[src/design/sad_defines.vh]
// Purpose: Shared constants for the serial auto-baud detect block
// Assumes: 32-bit APB data, one word per register
// Notes:   Offsets are byte addresses
`ifndef SAD_DEFINES_VH
`define SAD_DEFINES_VH

// Register byte offsets
`define SAD_OFF_CTRL       8'h00
`define SAD_OFF_RATE_LOW   8'h04
`define SAD_OFF_RATE_HIGH  8'h08
`define SAD_OFF_RX_BUF     8'h0C
`define SAD_OFF_INT_STAT   8'h10
`define SAD_OFF_INT_MASK   8'h14
`define SAD_OFF_STATUS     8'h18

// rate_control_reg fields
`define SAD_CTRL_AB_EN     0
`define SAD_CTRL_WIDE      1
`define SAD_CTRL_HIGH      2
`define SAD_CTRL_WAKE      3
`define SAD_CTRL_W         4

// Interrupt status fields
`define SAD_INT_RX_FLAG    0
`define SAD_INT_CAL_DONE   1
`define SAD_INT_OVERFLOW   2
`define SAD_INT_W          3

// Reset values
`define SAD_CTRL_RST       4'h0
`define SAD_RATE_RST       8'h00
`define SAD_MASK_RST       3'h0

// Prescale ratios as log2 of the divisor: base ratios from the system clock, auto-baud extra from the base clock
`define SAD_BASE_SLOW_LOG2 4'h6
`define SAD_BASE_MID_LOG2  4'h4
`define SAD_BASE_FAST_LOG2 4'h2
`define SAD_ABD_EXTRA_LOG2 4'h3

// Sync character shape: rising edges per measured character; start value of the measurement counter
`define SAD_EDGE_COUNT     3'h5
`define SAD_COUNT_START    16'h0001

`endif

[src/design/sad_rx_sync.v]
// Purpose: Synchronise the receive pin and find its edges
// Assumes: Line idles high
// Notes:   Edge outputs are one-cycle pulses, two cycles after the pin
`timescale 1ns/1ps
module sad_rx_sync (
  // Clock and reset
  input  wire core_clk,
  input  wire rstn,
  // Pin and results
  input  wire serial_receive_pin,
  output wire rx_level,
  output wire rx_rise,
  output wire rx_fall
);
  reg meta_reg;
  reg sync_reg;
  reg last_reg;

  always @(posedge core_clk or negedge rstn) begin
    if (!rstn) begin
      meta_reg <= 1'b1;
      sync_reg <= 1'b1;
      last_reg <= 1'b1;
    end else begin
      meta_reg <= serial_receive_pin;
      sync_reg <= meta_reg;
      last_reg <= sync_reg;
    end
  end

  // The second and third stages feed the edge logic; the first stage does not
  assign rx_level = sync_reg;
  assign rx_rise  = sync_reg & ~last_reg;
  assign rx_fall  = ~sync_reg & last_reg;
endmodule

[src/design/sad_prescale.v]
// Purpose: Base clock and auto-baud counter clock enables
// Assumes: Selection bits are stable while a measurement runs
// Notes:   Free-running divider; enables are one-cycle pulses
`timescale 1ns/1ps
`include "sad_defines.vh"
module sad_prescale (
  // Clock and reset
  input  wire core_clk,
  input  wire rstn,
  // Rate selection
  input  wire wide_rate_select,
  input  wire high_rate_select,
  // Enables
  output wire base_tick,
  output wire abd_tick
);
  reg  [8:0] div_reg;
  wire [3:0] base_log2;

  // Terminal count of the divider for a power-of-two divisor
  function tick_at;
    input [8:0] cnt;
    input [3:0] lg;
    reg   [8:0] msk;
    begin
      msk     = ~(9'h1FF << lg);
      tick_at = ((cnt & msk) == msk);
    end
  endfunction

  // 00 slow, 01/10 mid, 11 fast
  assign base_log2 = (wide_rate_select & high_rate_select) ? `SAD_BASE_FAST_LOG2 :
                     (wide_rate_select | high_rate_select) ? `SAD_BASE_MID_LOG2 :
                                                             `SAD_BASE_SLOW_LOG2;

  always @(posedge core_clk or negedge rstn) begin
    if (!rstn)
      div_reg <= 9'h000;
    else
      div_reg <= div_reg + 9'h001;
  end

  assign base_tick = tick_at(div_reg, base_log2);
  // Measurement clock is one eighth of the base clock
  assign abd_tick  = tick_at(div_reg, base_log2 + `SAD_ABD_EXTRA_LOG2);
endmodule

[src/design/sad_top.v]
// Purpose: Auto-baud calibration with rate generator and simple receiver
// Assumes: APB slave with zero wait states; serial_receive_pin synchronous-safe
// Notes:   Registers are at most eight bits wide, in the low byte of each word
// Behaviour
// - Setting autobaud enable starts calibration; receiver stays idle meanwhile.
// - Receive line times the counter; far end sends 55h with five rises.
// - Low rate register starts counting at first rise after the start bit.
// - Fifth rise stores count, clears autobaud enable, sets receive flag.
// - Reading receive buffer clears the flag; software discards the value.
// - During calibration high and low registers form one 16-bit counter.
// - Counter advances at one eighth of the base clock rate.
// - Select 00 gives /512, 01 or 10 /128, 11 /32 counter clock.
// - With wake-on-break set, measure the character after the break.
// - Counter starts at 1; software subtracts one afterwards.
`timescale 1ns/1ps
`include "sad_defines.vh"
module sad_top (
  // Clock and reset
  input  wire        core_clk,
  input  wire        rstn,
  // APB slave
  input  wire        psel,
  input  wire        penable,
  input  wire        pwrite,
  input  wire [7:0]  paddr,
  input  wire [31:0] pwdata,
  output wire        pready,
  output reg  [31:0] prdata,
  output wire        pslverr,
  // Serial line
  input  wire        serial_receive_pin,
  // Interrupt and status
  output wire        irq,
  output wire        baud_tick
);
  // Auto-baud states
  localparam [2:0] ABS_IDLE     = 3'h0;
  localparam [2:0] ABS_BRK_FALL = 3'h1;
  localparam [2:0] ABS_BRK_RISE = 3'h2;
  localparam [2:0] ABS_START    = 3'h3;
  localparam [2:0] ABS_FIRST    = 3'h4;
  localparam [2:0] ABS_COUNT    = 3'h5;
  // Receiver states
  localparam [1:0] RXS_IDLE     = 2'h0;
  localparam [1:0] RXS_START    = 2'h1;
  localparam [1:0] RXS_DATA     = 2'h2;
  localparam [1:0] RXS_STOP     = 2'h3;

  reg  [`SAD_CTRL_W-1:0] ctrl_reg;
  reg  [7:0]             rate_low_reg;
  reg  [7:0]             rate_high_reg;
  reg  [7:0]             rx_buf_reg;
  reg  [`SAD_INT_W-1:0]  int_stat_reg;
  reg  [`SAD_INT_W-1:0]  int_mask_reg;
  reg  [2:0]             ab_state_reg;
  reg  [2:0]             edge_cnt_reg;
  reg  [15:0]            rate_cnt_reg;
  reg  [1:0]             rx_state_reg;
  reg  [3:0]             rx_bit_reg;
  reg  [7:0]             rx_shift_reg;
  reg  [31:0]            rd_next;
  reg                    addr_ok;

  wire       rx_level;
  wire       rx_rise;
  wire       rx_fall;
  wire       base_tick;
  wire       abd_tick;
  wire       autobaud_enable;
  wire       wide_rate_select;
  wire       high_rate_select;
  wire       wake_on_break_enable;
  wire       setup_ph;
  wire       access_ph;
  wire       wr_en;
  wire       rd_en;
  wire       wr_ctrl;
  wire       wr_rate_low;
  wire       wr_rate_high;
  wire       wr_int_stat;
  wire       wr_int_mask;
  wire       autobaud_mode;
  wire [15:0] rate_val;
  wire [15:0] rate_pair;
  wire       rate_wrap;
  wire       rx_mid;
  wire       cal_done;
  wire       cal_overflow;
  wire       rx_done;
  wire       rx_buf_read;
  wire [`SAD_INT_W-1:0] int_set;
  wire [`SAD_INT_W-1:0] int_w1c;

  assign autobaud_enable      = ctrl_reg[`SAD_CTRL_AB_EN];
  assign wide_rate_select     = ctrl_reg[`SAD_CTRL_WIDE];
  assign high_rate_select     = ctrl_reg[`SAD_CTRL_HIGH];
  assign wake_on_break_enable = ctrl_reg[`SAD_CTRL_WAKE];
  assign autobaud_mode        = (ab_state_reg != ABS_IDLE);

  sad_rx_sync u_sync (
    .core_clk           (core_clk),
    .rstn               (rstn),
    .serial_receive_pin (serial_receive_pin),
    .rx_level           (rx_level),
    .rx_rise            (rx_rise),
    .rx_fall            (rx_fall)
  );

  sad_prescale u_pre (
    .core_clk         (core_clk),
    .rstn             (rstn),
    .wide_rate_select (wide_rate_select),
    .high_rate_select (high_rate_select),
    .base_tick        (base_tick),
    .abd_tick         (abd_tick)
  );

  // APB: zero wait states, error on unmapped offsets
  assign setup_ph  = psel & ~penable;
  assign access_ph = psel & penable;
  assign pready    = 1'b1;
  assign pslverr   = access_ph & ~addr_ok;
  assign wr_en     = access_ph & pwrite & addr_ok;
  assign rd_en     = access_ph & ~pwrite & addr_ok;

  // Register hit for one offset; shared by every strobe below
  function hit_reg;
    input [7:0] addr;
    input [7:0] off;
    begin
      hit_reg = (addr == off);
    end
  endfunction

  // Per-register strobes; addr_ok already keeps unmapped offsets out
  assign wr_ctrl      = wr_en & hit_reg(paddr, `SAD_OFF_CTRL);
  assign wr_rate_low  = wr_en & hit_reg(paddr, `SAD_OFF_RATE_LOW);
  assign wr_rate_high = wr_en & hit_reg(paddr, `SAD_OFF_RATE_HIGH);
  assign wr_int_stat  = wr_en & hit_reg(paddr, `SAD_OFF_INT_STAT);
  assign wr_int_mask  = wr_en & hit_reg(paddr, `SAD_OFF_INT_MASK);
  assign rx_buf_read  = rd_en & hit_reg(paddr, `SAD_OFF_RX_BUF);

  always @* begin
    addr_ok = 1'b1;
    rd_next = 32'h0000_0000;
    case (paddr)
      `SAD_OFF_CTRL:      rd_next[`SAD_CTRL_W-1:0] = ctrl_reg;
      `SAD_OFF_RATE_LOW:  rd_next[7:0] = rate_low_reg;
      `SAD_OFF_RATE_HIGH: rd_next[7:0] = rate_high_reg;
      `SAD_OFF_RX_BUF:    rd_next[7:0] = rx_buf_reg;
      `SAD_OFF_INT_STAT:  rd_next[`SAD_INT_W-1:0] = int_stat_reg;
      `SAD_OFF_INT_MASK:  rd_next[`SAD_INT_W-1:0] = int_mask_reg;
      `SAD_OFF_STATUS: begin
        rd_next[2:0] = ab_state_reg;
        rd_next[4:3] = rx_state_reg;
        rd_next[5]   = rx_level;
      end
      default:            addr_ok = 1'b0;
    endcase
  end

  // Read data is caught in the setup cycle so it is a flop in the access cycle
  always @(posedge core_clk or negedge rstn) begin
    if (!rstn)
      prdata <= 32'h0000_0000;
    else if (setup_ph)
      prdata <= rd_next;
  end

  // Control register; hardware clears the enable when a measurement ends
  always @(posedge core_clk or negedge rstn) begin
    if (!rstn) begin
      ctrl_reg <= `SAD_CTRL_RST;
    end else begin
      if (wr_ctrl)
        ctrl_reg <= pwdata[`SAD_CTRL_W-1:0];
      if (cal_done)
        ctrl_reg[`SAD_CTRL_AB_EN] <= 1'b0;
    end
  end

  // Auto-baud sequencer
  assign rate_pair    = {rate_high_reg, rate_low_reg};
  assign cal_done     = (ab_state_reg == ABS_COUNT) && rx_rise &&
                        (edge_cnt_reg == `SAD_EDGE_COUNT - 3'h1);
  // Overflow counts only a real wrap, not the edge that freezes the pair
  assign cal_overflow = (ab_state_reg == ABS_COUNT) && abd_tick && !cal_done &&
                        (rate_pair == 16'hFFFF);

  always @(posedge core_clk or negedge rstn) begin
    if (!rstn) begin
      ab_state_reg <= ABS_IDLE;
      edge_cnt_reg <= 3'h0;
    end else if (!autobaud_enable) begin
      ab_state_reg <= ABS_IDLE;
      edge_cnt_reg <= 3'h0;
    end else begin
      case (ab_state_reg)
        ABS_IDLE: begin
          // Enable set starts the sequence
          if (wake_on_break_enable)
            ab_state_reg <= ABS_BRK_FALL;
          else
            ab_state_reg <= ABS_START;
        end
        ABS_BRK_FALL: begin
          if (rx_fall)
            ab_state_reg <= ABS_BRK_RISE;
        end
        ABS_BRK_RISE: begin
          // Break ends on its rise; the next character is measured
          if (rx_rise)
            ab_state_reg <= ABS_START;
        end
        ABS_START: begin
          // A line held low keeps the sequence here; clearing the enable aborts it
          if (rx_fall)
            ab_state_reg <= ABS_FIRST;
        end
        ABS_FIRST: begin
          if (rx_rise) begin
            ab_state_reg <= ABS_COUNT;
            edge_cnt_reg <= 3'h1;
          end
        end
        ABS_COUNT: begin
          // Falling edges are not counted
          if (rx_rise) begin
            edge_cnt_reg <= edge_cnt_reg + 3'h1;
            if (cal_done)
              ab_state_reg <= ABS_IDLE;
          end
        end
        default: ab_state_reg <= ABS_IDLE;
      endcase
    end
  end

  // Rate period registers: software value, or 16-bit counter while measuring
  always @(posedge core_clk or negedge rstn) begin
    if (!rstn) begin
      rate_low_reg  <= `SAD_RATE_RST;
      rate_high_reg <= `SAD_RATE_RST;
    end else if (ab_state_reg == ABS_FIRST && rx_rise && autobaud_enable) begin
      {rate_high_reg, rate_low_reg} <= `SAD_COUNT_START;
    end else if (ab_state_reg == ABS_COUNT && autobaud_enable) begin
      // Count stands still from the fifth edge on
      if (abd_tick && !cal_done)
        {rate_high_reg, rate_low_reg} <= rate_pair + 16'h0001;
    end else if (!autobaud_mode) begin
      // Software writes are dropped while the pair is a counter
      if (wr_rate_low)
        rate_low_reg <= pwdata[7:0];
      if (wr_rate_high)
        rate_high_reg <= pwdata[7:0];
    end
  end

  // Rate generator: one tick per value plus one base periods
  // Compare is >= so a smaller value written mid-period wraps at the next base tick
  assign rate_val  = wide_rate_select ? rate_pair : {8'h00, rate_low_reg};
  assign rate_wrap = base_tick && (rate_cnt_reg >= rate_val);
  assign baud_tick = rate_wrap & ~autobaud_mode;
  assign rx_mid    = base_tick && (rate_cnt_reg == {1'b0, rate_val[15:1]});

  always @(posedge core_clk or negedge rstn) begin
    if (!rstn)
      rate_cnt_reg <= 16'h0000;
    else if (autobaud_mode || (rx_state_reg == RXS_IDLE && rx_fall))
      rate_cnt_reg <= 16'h0000;   // realign on the start edge
    else if (rate_wrap)
      rate_cnt_reg <= 16'h0000;
    else if (base_tick)
      rate_cnt_reg <= rate_cnt_reg + 16'h0001;
  end

  // Receiver samples at mid-bit; held idle during calibration
  assign rx_done = (rx_state_reg == RXS_STOP) && rx_mid && rx_level;

  always @(posedge core_clk or negedge rstn) begin
    if (!rstn) begin
      rx_state_reg <= RXS_IDLE;
      rx_bit_reg   <= 4'h0;
      rx_shift_reg <= 8'h00;
      rx_buf_reg   <= 8'h00;
    end else if (autobaud_enable) begin
      rx_state_reg <= RXS_IDLE;
      rx_bit_reg   <= 4'h0;
    end else begin
      case (rx_state_reg)
        RXS_IDLE: begin
          if (rx_fall)
            rx_state_reg <= RXS_START;
        end
        RXS_START: begin
          // A start bit that is high again at mid-bit is a glitch
          if (rx_mid)
            rx_state_reg <= rx_level ? RXS_IDLE : RXS_DATA;
          rx_bit_reg <= 4'h0;
        end
        RXS_DATA: begin
          if (rx_mid) begin
            rx_shift_reg <= {rx_level, rx_shift_reg[7:1]};
            rx_bit_reg   <= rx_bit_reg + 4'h1;
            if (rx_bit_reg == 4'h7)
              rx_state_reg <= RXS_STOP;
          end
        end
        RXS_STOP: begin
          // A low stop bit drops the character
          if (rx_mid) begin
            rx_state_reg <= RXS_IDLE;
            if (rx_level)
              rx_buf_reg <= rx_shift_reg;
          end
        end
        default: rx_state_reg <= RXS_IDLE;
      endcase
    end
  end

  // Interrupt status: set wins over any clear in the same cycle
  assign int_w1c     = wr_int_stat ?
                       pwdata[`SAD_INT_W-1:0] : {`SAD_INT_W{1'b0}};
  assign int_set     = {cal_overflow, cal_done, cal_done | rx_done};

  always @(posedge core_clk or negedge rstn) begin
    if (!rstn) begin
      int_stat_reg <= {`SAD_INT_W{1'b0}};
      int_mask_reg <= `SAD_MASK_RST;
    end else begin
      // Buffer read clears the receive flag
      int_stat_reg <= int_set |
                      (int_stat_reg & ~int_w1c &
                       ~({{(`SAD_INT_W-1){1'b0}}, rx_buf_read}));
      if (wr_int_mask)
        int_mask_reg <= pwdata[`SAD_INT_W-1:0];
    end
  end

  assign irq = |(int_stat_reg & int_mask_reg);
endmodule

[config.mk]
export PLATFORM = sky130hd
export DESIGN_NAME = sad_top
export DESIGN_NICKNAME = d
export VERILOG_FILES = /design/src/design/sad_rx_sync.v /design/src/design/sad_prescale.v /design/src/design/sad_top.v
export VERILOG_INCLUDE_DIRS = /design/src /design/src/design
export SDC_FILE = /design/constraint.sdc
export NUM_CORES = 1
export LEC_CHECK = 0
export ABC_AREA = 1
export BUFFER_PORTS_ARGS = -buffer_cell sky130_fd_sc_hd__buf_2
export CORE_ASPECT_RATIO = 0.5
export CORE_MARGIN = 2
export CORE_UTILIZATION = 45
export DETAILED_ROUTE_END_ITERATION = 8
export GPL_ROUTABILITY_DRIVEN = 0
export HOLD_SLACK_MARGIN = 0.15
export PLACE_DENSITY = 0.68
export SKIP_CTS_REPAIR_TIMING = 1
export SLEW_MARGIN = 20
export SYNTH_ARGS = -nofsm -noshare
export SYNTH_HDL_FRONTEND = slang
export SYNTH_SLANG_ARGS = --single-unit
[constraint.sdc]
create_clock -name core_clk -period 2.4 [get_ports core_clk]
set_input_delay 0.48 -clock core_clk [delete_from_list [all_inputs] [get_ports core_clk]]
set_output_delay 0.48 -clock core_clk [all_outputs]
set_load 0.005 [all_outputs]
==> reports/metrics.cfg <==
[worst_setup_path]
path_common_cell = nand2_2
slowest_delay_ns = 0.43
start_kind = flop
cp.required_ns = 1.92
critical_path.cell_chain = buf_6 > nand2_4 > ha_4 > nand2_2 > nor4_2 > nand2_1 > nand2_2 > nand2_2 > nor2_4 > buf_2
end_kind = output port
path_max_fanout = 7
crit_buf_inv = 2
cpMaxStageDelayCell = dfrtp_2
criticalPathCategory = flop to output port
path_delay_family = simple AND/OR/NAND/NOR gates
critPathArrivalTime_ns = 2.17

[synthesis]
synth_cell_types = 48
ys_seq_area_frac = 0.365
synth-warning-count = 0
synth_area_leaders = dfrtp_1 35%, nand2_1 14%, inv_1 6.0%, nand3_1 5.8%, nor2_1 5.0%
syn_area_um2 = 6180
synth_top_area_frac = 0.352
syn_inst = 851
ys_seq_elements = 90
synth_top_cell_by_area = dfrtp_1
syn_avg_cell_area_um2 = 7.26

[outcome]
status = finished, violations left
violations = setup timing

[hold_path]
hold_path_class = input pin to flop

[global_route]
met1_usage = 0.313
grt_usage = 0.237
grt_antenna_before_repair = 0
use_met2 = 0.389
grt_pass1_wl_mm = 27.1
grt_max_degree = 53
overflow = 0
use_met3 = 0.0477
grt-busiest-layer = met2
grt_pass1_vias = 5454

[layout]
largest_reg_flops = 16
post-route-util = 0.535
num_antenna_cells = 0
area_growth_pct = 16.7
stdcell_count = 1119
drive_above_1_share = 0.176
fin_nets = 1007
final_area_um2 = 7210

[run]
cap_violations = 0

[detailed_routing]
vias = 5882
ant_nets = 0
viasPerCell = 5.26
first_iter_violations = 397
drcViolationCount = 0
avgRoutedWirePerCell_um = 14.8
wl_mm = 16.6
drtPass1Iterations = 7

[timing]
skew_ns = 0.0118
post-route-period-util = 1.10
relSlewSlack = 0.655
finalMaxSlewViolations = 0
fin_ws_ns = -0.246
fmax_mhz = 378
max_slew.worst_pin.slew_ns = 0.517
rsz0062_at_grt = yes
final_hold_viol_count = 0
whs_ns = 0.226
fin_crit_ns = 2.65
setup_viol = 1
tns_ns = -0.246

[floorplanning]
start_util = 0.458
fp-row-count = 30
core_region_area_um2 = 13500
dieArea_um2 = 14700
num_io_pins = 82
fp.dieW_um = 170
die-height_um = 86.9

[placement]
placed_cells = 1099
io_buffers = 32
place_area_um2 = 6790
dp_slack_ns = 0.00201
dpl.hpwl_mm = 12.9

[power_and_ir_drop]
p_leak_nw = 3.80
irDropWorstVdd_mv = 0.391
finalPower_mw = 3.64
pwr_density_cell_nw_per_um2 = 505

[clock_network]
root_buffer = clkbuf_16
clk_pin_slew_worst_paths_ns = 0.07
cts_sinks = 90
clock_path_buffers = 2
cts-buffers-inserted = 9
cts_tree = built
clock_latency_ns = 0.35
h-tree-depth = 3

==> cells in the final DEF (no fill, tap or decap), types with 2 or more instances in the layout <==
cell type / count
a21oi_1: 39
a21oi_2: 4
buf_2: 31
buf_4: 57
clkbuf_16: 9
clkinv_4: 2
conb_1: 25
dfrtp_1: 86
dfstp_2: 3
ha_1: 20
ha_4: 3
inv_1: 98
inv_2: 6
inv_6: 3
nand2_1: 218
nand2_2: 17
nand2_4: 5
nand3_1: 71
nand3_2: 4
nand3b_1: 2
nand4_1: 16
nor2_1: 81
nor2_2: 4
nor2_4: 5
nor2_8: 2
nor3_1: 18
o2111ai_1: 3
o211ai_1: 3
o21ai_0: 40
o21ai_1: 6
o21bai_1: 2
o221ai_1: 2
o22ai_1: 8
o31ai_1: 2
xnor2_1: 2
xor2_1: 26
==> report_power, final <==
| part | switching (mW) | internal (mW) |
|---|---|---|
| Combinational | 0.300 | 0.152 |
| Sequential | 0.0943 | 1.64 |
| Clock | 0.636 | 0.819 |
| Total | 1.03 | 2.61 |
==> logic make-up (layout without fill, tap and decap cells) <==
group                    count (synthesis)  in the layout  share of synthesized area
AND/OR/NAND/NOR                        448            448                      0.327
buffers and inverters                  144            213                      0.112
flip-flops                              90             90                      0.365
other                                    2             25                    0.00122
XOR/XNOR                                28             28                     0.0397
AO/OA/AOI/OAI                          116            116                      0.108
adder cells (fa/ha/maj)                 23             23                     0.0466
==> area by class of cell <==
type                            instances  area (µm²)
Sequential cell                        90        2260
Inverter                              106         403
Multi-Input combinational cell        640        3400
Timing Repair Buffer                   91         624
Fill cell                            1267        6260
Clock inverter                          6        72.6
Clock buffer                           10         229
Tap cell                              176         220
==> final timing paths <==
check / start / endpoint / slack (ns) / depth (start not counted)
max in group asynchronous: rstn / u_sync.last_reg / 1.06 / 3
setup / recovery: ctrl_reg[1] / baud_tick / -0.25 / 10
hold / removal: serial_receive_pin / u_sync.meta_reg / 0.23 / 1
min in group asynchronous: rstn / u_pre.div_reg[7] / 0.64 / 2
setup reg to reg: ctrl_reg[1] / rx_buf_reg[1] / 0.21 / 11
hold reg to reg: u_sync.meta_reg / u_sync.rx_level / 0.36 / 0
==> per-layer routing <==
metal | wire [µm] | vias up | part of all wire
met5 | 0 | - | 0
met4 | 491 | 0 | 0.030
met3 | 1130 | 38 | 0.068
met2 | 7440 | 185 | 0.45
met1 | 7560 | 2759 | 0.46
li1 | - | 2900 | -
==> Yosys cell counts, drive strengths merged <==
cell / count
xor2: 26
dfstp: 3
nand3b: 2
a21oi: 43
nand2: 240
a221oi: 1
o21bai: 2
o31ai: 2
o2111ai: 3
conb: 2
o211ai: 4
nand3: 75
inv: 105
o21ai: 47
nand4: 17
o21a: 1
xnor2: 2
nor2: 92
buf: 36
or2: 1
o22ai: 8
clkbuf: 2
a211oi: 1
nor4: 2
o2bb2ai: 1
dfrtp: 87
ha: 23
clkinv: 1
a21boi: 1
nor3: 19
o221ai: 2
==> worst reg2reg max path: stages, from the launching register on <==
cell and delay (ns):
dfrtp_2 0.43, buf_4 0.13, buf_4 0.13, nand2_1 0.07, nand2_1 0.09, nand3_2 0.17
inv_1 0.22, nand2_1 0.12, nor2_4 0.21, nand4_4 0.25, nor2_1 0.20, a21oi_2 0.04
(Power assumes the default switching activity.)
